<file path="config.mk">
export PLATFORM = sky130hd
export DESIGN_NAME = phy_strap_latch_led_ctrl
export DESIGN_NICKNAME = d
export VERILOG_FILES = /design/src/strap_led_pkg.sv /design/src/phy_strap_latch_led_ctrl.sv
export SDC_FILE = /design/constraint.sdc
export NUM_CORES = 1
export LEC_CHECK = 0
export BUFFER_PORTS_ARGS = -buffer_cell sky130_fd_sc_hd__buf_2
export CORE_MARGIN = 4
export CORE_UTILIZATION = 49
export DETAILED_ROUTE_END_ITERATION = 10
export PLACE_DENSITY = 0.71
export SYNTH_ARGS = -nofsm -noshare
export SYNTH_HDL_FRONTEND = slang
export SYNTH_SLANG_ARGS = --single-unit
</file>
<file path="constraint.sdc">
create_clock -name mclk -period 2.2 [get_ports mclk]
set_input_delay 0.33 -clock mclk [delete_from_list [all_inputs] [get_ports mclk]]
set_output_delay 0.33 -clock mclk [all_outputs]
set_load 0.05 [all_outputs]
</file>
<file path="src/strap_led_pkg.sv">
// Summary of operation
// - latch three address straps after reset, 0..7
// - upper address bits forced zero, default 00001
// - mode straps decode 000 MII, 001 RMII, 100 loopback
// - isolate strap latched into control bit 10
// - speed strap latched into control bit 13
// - speed strap also sets advertised speed capability
// - duplex strap latched into control bit 8
// - autoneg strap latched into control bit 12
// - led mode from led control bits 15:14
`default_nettype none
package strap_led_pkg;
  // register offsets on the management register port
  localparam logic [4:0] OFS_BASIC_CONTROL = 5'h00;
  localparam logic [4:0] OFS_AUTONEG_ADV   = 5'h04;
  localparam logic [4:0] OFS_LED_CONTROL   = 5'h1e;
  // basic control field positions
  localparam int BC_SPEED_BIT   = 13;
  localparam int BC_ANEG_BIT    = 12;
  localparam int BC_ISOLATE_BIT = 10;
  localparam int BC_DUPLEX_BIT  = 8;
  // advertisement fields
  localparam int ADV_100_HI = 8;
  localparam int ADV_100_LO = 7;
  localparam logic [15:0] ADV_BASE = 16'h0061; // 10 half/full, selector
  // led control field
  localparam int LED_MODE_HI = 15;
  localparam int LED_MODE_LO = 14;
  localparam logic [1:0] LED_MODE_SPEED_LINK = 2'h0;
  localparam logic [1:0] LED_MODE_ACT_LINK   = 2'h1;
  // reset values
  localparam logic [15:0] BASIC_CONTROL_RST = 16'h0000;
  localparam logic [15:0] LED_CONTROL_RST   = 16'h0000;
  localparam logic [4:0]  MGMT_ADDR_RST     = 5'h01;
  localparam logic [1:0]  ADDR_UPPER        = 2'h0;
  // interface mode strap codes
  localparam logic [2:0] STRAP_MII     = 3'h0;
  localparam logic [2:0] STRAP_RMII    = 3'h1;
  localparam logic [2:0] STRAP_PCS_LPB = 3'h4;
  typedef enum logic [1:0] {
    MODE_MII, MODE_RMII, MODE_PCS_LOOPBACK, MODE_RESERVED
  } if_mode_e;
  // timing
  localparam int CLK_PERIOD_NS  = 20;
  localparam int BLINK_HALF_NS  = 20_000_000;
  localparam int BLINK_HALF_CYC = BLINK_HALF_NS / CLK_PERIOD_NS;
endpackage : strap_led_pkg
`default_nettype wire

</file>
<file path="src/phy_strap_latch_led_ctrl.sv">
`default_nettype none
module phy_strap_latch_led_ctrl #(
  parameter int BLINK_CYCLES = strap_led_pkg::BLINK_HALF_CYC
) (
  // clock and reset
  input  wire logic                   mclk,
  input  wire logic                   rst,
  // strap inputs
  input  wire logic                   addr_strap_bit2,
  input  wire logic                   addr_strap_bit1,
  input  wire logic                   addr_strap_bit0,
  input  wire logic [2:0]             mode_strap,
  input  wire logic                   isolate_strap,
  input  wire logic                   speed_strap,
  input  wire logic                   duplex_strap,
  input  wire logic                   autoneg_enable_strap,
  // line status
  input  wire logic                   link_up,
  input  wire logic                   link_speed_100,
  input  wire logic                   activity,
  // register port
  input  wire logic [4:0]             reg_addr,
  input  wire logic                   reg_wr,
  input  wire logic                   reg_rd,
  input  wire logic [15:0]            reg_wdata,
  output logic      [15:0]            reg_rdata,
  output logic                        reg_rvalid,
  // configuration results
  output logic      [4:0]             mgmt_addr,
  output strap_led_pkg::if_mode_e     if_mode,
  output logic                        straps_latched,
  // led pins, low is lit
  output logic                        speed_or_activity_led_out,
  output logic                        link_activity_led_out
);
  localparam int CW = $clog2(BLINK_CYCLES + 1);
  localparam logic [CW-1:0] BLINK_LAST = CW'(BLINK_CYCLES - 1);

  // mode strap decode, shared with checks
  function automatic strap_led_pkg::if_mode_e decode_mode(
    input logic [2:0] code
  );
    case (code)
      strap_led_pkg::STRAP_MII:     decode_mode = strap_led_pkg::MODE_MII;
      strap_led_pkg::STRAP_RMII:    decode_mode = strap_led_pkg::MODE_RMII;
      strap_led_pkg::STRAP_PCS_LPB:
        decode_mode = strap_led_pkg::MODE_PCS_LOOPBACK;
      default:                      decode_mode = strap_led_pkg::MODE_RESERVED;
    endcase
  endfunction : decode_mode

  logic [15:0] basic_control, next_basic_control;
  logic [15:0] autoneg_adv, next_autoneg_adv;
  logic [15:0] led_control, next_led_control;
  logic [4:0]  next_mgmt_addr;
  strap_led_pkg::if_mode_e next_if_mode;
  logic        next_straps_latched;
  logic [15:0] next_reg_rdata;
  logic        next_reg_rvalid;
  logic        wr_bc, wr_adv, wr_led;

  assign wr_bc  = reg_wr && reg_addr == strap_led_pkg::OFS_BASIC_CONTROL;
  assign wr_adv = reg_wr && reg_addr == strap_led_pkg::OFS_AUTONEG_ADV;
  assign wr_led = reg_wr && reg_addr == strap_led_pkg::OFS_LED_CONTROL;

  // strap capture on first cycle after reset, then register writes
  always_comb begin
    next_basic_control  = basic_control;
    next_autoneg_adv    = autoneg_adv;
    next_led_control    = led_control;
    next_mgmt_addr      = mgmt_addr;
    next_if_mode        = if_mode;
    next_straps_latched = 1'b1;
    if (!straps_latched) begin
      next_mgmt_addr = {strap_led_pkg::ADDR_UPPER, addr_strap_bit2,
                        addr_strap_bit1, addr_strap_bit0};
      next_if_mode = decode_mode(mode_strap);
      next_basic_control[strap_led_pkg::BC_ISOLATE_BIT] = isolate_strap;
      next_basic_control[strap_led_pkg::BC_SPEED_BIT] = speed_strap;
      next_basic_control[strap_led_pkg::BC_DUPLEX_BIT] = duplex_strap;
      next_basic_control[strap_led_pkg::BC_ANEG_BIT] = autoneg_enable_strap;
      next_autoneg_adv = strap_led_pkg::ADV_BASE;
      next_autoneg_adv[strap_led_pkg::ADV_100_HI] = speed_strap;
      next_autoneg_adv[strap_led_pkg::ADV_100_LO] = speed_strap;
    end else begin
      if (wr_bc)  next_basic_control = reg_wdata;
      if (wr_adv) next_autoneg_adv   = reg_wdata;
      if (wr_led) next_led_control   = reg_wdata;
    end
  end

  // read answer, unmapped reads as zero
  always_comb begin
    next_reg_rvalid = reg_rd;
    next_reg_rdata  = 16'h0000;
    if (reg_rd) begin
      case (reg_addr)
        strap_led_pkg::OFS_BASIC_CONTROL: next_reg_rdata = basic_control;
        strap_led_pkg::OFS_AUTONEG_ADV:   next_reg_rdata = autoneg_adv;
        strap_led_pkg::OFS_LED_CONTROL:   next_reg_rdata = led_control;
        default:                          next_reg_rdata = 16'h0000;
      endcase
    end
  end

  // register state
  always_ff @(posedge mclk) begin
    if (rst) begin
      basic_control  <= strap_led_pkg::BASIC_CONTROL_RST;
      autoneg_adv    <= strap_led_pkg::ADV_BASE;
      led_control    <= strap_led_pkg::LED_CONTROL_RST;
      mgmt_addr      <= strap_led_pkg::MGMT_ADDR_RST;
      if_mode        <= strap_led_pkg::MODE_MII;
      straps_latched <= 1'b0;
      reg_rdata      <= 16'h0000;
      reg_rvalid     <= 1'b0;
    end else begin
      basic_control  <= next_basic_control;
      autoneg_adv    <= next_autoneg_adv;
      led_control    <= next_led_control;
      mgmt_addr      <= next_mgmt_addr;
      if_mode        <= next_if_mode;
      straps_latched <= next_straps_latched;
      reg_rdata      <= next_reg_rdata;
      reg_rvalid     <= next_reg_rvalid;
    end
  end

  logic [1:0]    led_mode;
  logic [CW-1:0] blink_cnt, next_blink_cnt;
  logic          blink, next_blink;
  logic          next_speed_or_activity_led_out;
  logic          next_link_activity_led_out;

  assign led_mode = led_control[strap_led_pkg::LED_MODE_HI:
                                strap_led_pkg::LED_MODE_LO];

  // led drive and blink timer
  always_comb begin
    next_blink_cnt = '0;
    next_blink     = 1'b0;
    next_speed_or_activity_led_out = 1'b1;
    next_link_activity_led_out     = 1'b1;
    if (link_up && activity) begin
      next_blink     = blink;
      next_blink_cnt = blink_cnt + CW'(1);
      if (blink_cnt == BLINK_LAST) begin
        next_blink_cnt = '0;
        next_blink     = !blink;
      end
    end
    case (led_mode)
      strap_led_pkg::LED_MODE_SPEED_LINK: begin
        next_speed_or_activity_led_out = !link_speed_100;
        next_link_activity_led_out = !link_up || (activity && blink);
      end
      strap_led_pkg::LED_MODE_ACT_LINK: begin
        next_speed_or_activity_led_out = !activity;
        next_link_activity_led_out     = !link_up;
      end
      default: begin
        next_speed_or_activity_led_out = 1'b1;
        next_link_activity_led_out     = 1'b1;
      end
    endcase
  end

  // led registers
  always_ff @(posedge mclk) begin
    if (rst) begin
      blink_cnt                 <= '0;
      blink                     <= 1'b0;
      speed_or_activity_led_out <= 1'b1;
      link_activity_led_out     <= 1'b1;
    end else begin
      blink_cnt                 <= next_blink_cnt;
      blink                     <= next_blink;
      speed_or_activity_led_out <= next_speed_or_activity_led_out;
      link_activity_led_out     <= next_link_activity_led_out;
    end
  end
endmodule : phy_strap_latch_led_ctrl
`default_nettype wire

</file>
==> impl_metrics.yaml <==
outcome:
  status: "finished, final reports clean"
yosys:
  synth_flop_cell: "dfxtp_1"
  synthArstFlopShare_pct: 0
  syn_avg_cell_area_um2: 9.42
  syn_area_um2: 3670
  synth_area_leaders: "dfxtp_1 (51%), mux2i_1 (8.7%), nor2_1 (7.7%)"
  synth_enable_flop_cells: 0
  synth_mux_area_share_pct: 9.04
  synthDistinctLibCells: 46
  synth_top_area_share_pct: 51.3
  ys_seq_area_share_pct: 51.3
  synth-adder-area-share_pct: 0.341
  syn_inst: 389
  synth.largest_area_cell: "dfxtp_1"
  synth_xor_area_share_pct: 3.58
  ys.warnings.count: 0
  ys_ff_latch: 94
  synth_compound_area_share_pct: 9.45
  synth_top_family_by_area: "simple AND/OR/NAND/NOR gates"
  yosys.area_share.simple_pct: 21.7
sta:
  finClkSkew_ns: 0.00441
  finalCritPeriodShare_pct: 76.9
  rsz0062_at_grt: "false"
  tightest_slew_ns: 0.771
  relSlewSlack_pct: 48.5
  fmax_mhz: 591
  timing.setup.tns_ns: 0
  fin_crit_ns: 1.69
  finalHoldViolations: 0
  drv_slew: 0
  setup_violations: 0
drt:
  drtAntennaViolNets: 0
  firstDrtPassIters: 6
  drt_wl_total_um: 8150
  viasPerCell: 5.40
  dr.first_iter.drc_count: 251
  drc: 0
  routedWlPerCell_um: 14.7
  vias: 2995
pwr:
  power_frac_seq_pct: 53.8
  p_leak_nw: 1.71
  peakVddDrop_v: 0.000437
  p_sw_share_pct: 22.0
  p_switching_mw: 0.708
  power_frac_comb_pct: 5.7
  power.density_nw_per_um2: 753
  clkPwrFrac_pct: 40.5
  internal-power_mw: 2.51
critical_path:
  critPathMaxFanout: 20
  crit_arrival_ns: 1.94
  crit_family: "simple AND/OR/NAND/NOR gates"
  crit_buf_inv: 1
  crit_path_max_incr_delay_ns: 0.43
  endpoint_kind: "flop"
  cp-start-kind: "flop"
  cp.depth: 6
  required_ns: 2.45
  crit_slowest_cell: "dfxtp_1"
  path_class: "reg -> reg"
  r2r_cells: 6
  cp_cell_sequence: "ha_1 > and3_1 > nand3_1 > o21bai_1 > buf_4 > nor2_1"
finish:
  layout_common_cells: "dfxtp_1 (94), nor2_1 (75), buf_2 (62)"
  layout_commonest_cell: "dfxtp_1"
  area_growth_pct: 16.7
  diodes: 0
  utilization_pct: 59.0
  finalNetCount: 490
  layout-drive-gt1-share_pct: 20.6
floorplan:
  die_w_um: 94.5
  io-pin-count: 65
  num_rows: 31
  die_h_um: 94.5
  dieArea_um2: 8930
  core_um2: 7250
  initial_core_util_pct: 50.5
place:
  place.gp.congestion: 0.783
  hpwlAfterDp_um: 5580
  port_buffers: 62
clocking:
  post_cts_resized: 0
  cts_buffers: 9
  cts_sinks: 94
  cts_buffer_depth: 2
  ctsHtreeMaxLevel: 3
  cts-root-buf: "clkbuf_8"
  postCtsSetupRepairBufs: 0
  path_clk_slew_ns: 0.09
  clkLatencyLatePin_ns: 0.36
  postCtsHoldBufs: 0
  cts_tree: "built"
global_routing:
  overflow: 0
  grtUsageTotal_pct: 19.7
  grt_antenna_before_repair: 0
  grt_first_pass_wirelength_um: 13900
  first_global_vias: 2924
  grt_max_degree: 38
min_path:
  hp-class: "in -> reg"
  holdPathStages: 2
run:
  maxCapViolCount: 0
flip-flops by register name (all words and copies together) (netlist names), 2 cells and up:
name and count:
led_control 16, basic_control 16, if_mode 2, reg_rdata 16
autoneg_adv 16, mgmt_addr 3, blink_cnt 20
final cells by class:
class	count	area [um2]
Fill cell	654	2970
Sequential cell	94	1880
Multi-Input combinational cell	268	1620
Timing Repair Buffer	74	400
Clock buffer	13	169
Tap cell	99	124
Clock inverter	3	65.1
Inverter	4	15.0
synthesized netlist by cell type, drive strengths merged, types with 2 or more instances:
library cell and count:
dfxtp 94, nor2 75, nand2 43, mux2i 32
a21oi 18, a222oi 16, buf 16, nand3 16
xnor2 11, clkbuf 8, nand4 7, nor4 6
and3 4, inv 4, nor2b 4, xor2 4
a311oi 3, o21ai 3, a31oi 2, and2 2
nor4b 2, o31ai 2, or3 2, or4 2
metrics by stage:
step                total power [mW]  std cells  instance area (um2)  hold slack (ns)  setup slack [ns]
floorplan                       1.88        390                 3670            0.419             0.515
global placement                1.96        539                 4050            0.443             0.331
detailed placement              1.96        539                 4050            0.449             0.281
CTS                             3.25        555                 4280            0.162             0.497
global route                    3.35        555                 4280            0.168             0.342
finish                          3.22        555                 4280            0.172             0.509
power by group through the flow:
| stage | Combinational (mW) | Sequential (mW) | Clock [mW] |
|---|---|---|---|
| 5_1_grt | 0.203 | 1.73 | 1.41 |
| 3_3_place_gp | 0.184 | 1.77 | 0 |
| 6_report | 0.185 | 1.73 | 1.30 |
| 3_5_place_dp | 0.186 | 1.77 | 0 |
| 4_1_cts | 0.187 | 1.73 | 1.33 |
| 2_1_floorplan | 0.0776 | 1.80 | 0 |
path summary, 6_finish.rpt:
kind,start,to,slack (ns)
worst max-delay path,blink_cnt[0]$_SDFF_PP0_,blink_cnt[15]$_SDFF_PP0_,0.51
worst min-delay path,link_up,link_activity_led_out$_SDFF_PP1_,0.17
worst max register to register,blink_cnt[0]$_SDFF_PP0_,blink_cnt[15]$_SDFF_PP0_,0.51
worst min register to register,autoneg_adv[12]$_SDFFE_PP0N_,autoneg_adv[12]$_SDFFE_PP0N_,0.46
metal layers:
metal / wire length [um] / part of all wire, % / up-vias / global-route usage, %
met1: 3710 / 46 / 1399 / 25.9
li1: - / - / 1479 / -
met2: 3760 / 46 / 103 / 31.3
met3: 530 / 6.5 / 14 / 4.54
met4: 146 / 1.8 / 0 / 7.81
met5: 0 / 0 / - / 0
cell families (layout without fill, tap and decap cells):
kind of cell,Yosys count,count (layout)
AND/OR/NAND/NOR,170,170
XOR/XNOR,15,15
adder cells (fa/ha/maj),1,1
buffers and inverters,28,94
other,1,2
flip-flops,94,94
AO/OA/AOI/OAI,47,47
multiplexers,33,33
Power figures use the tool's default switching activity.
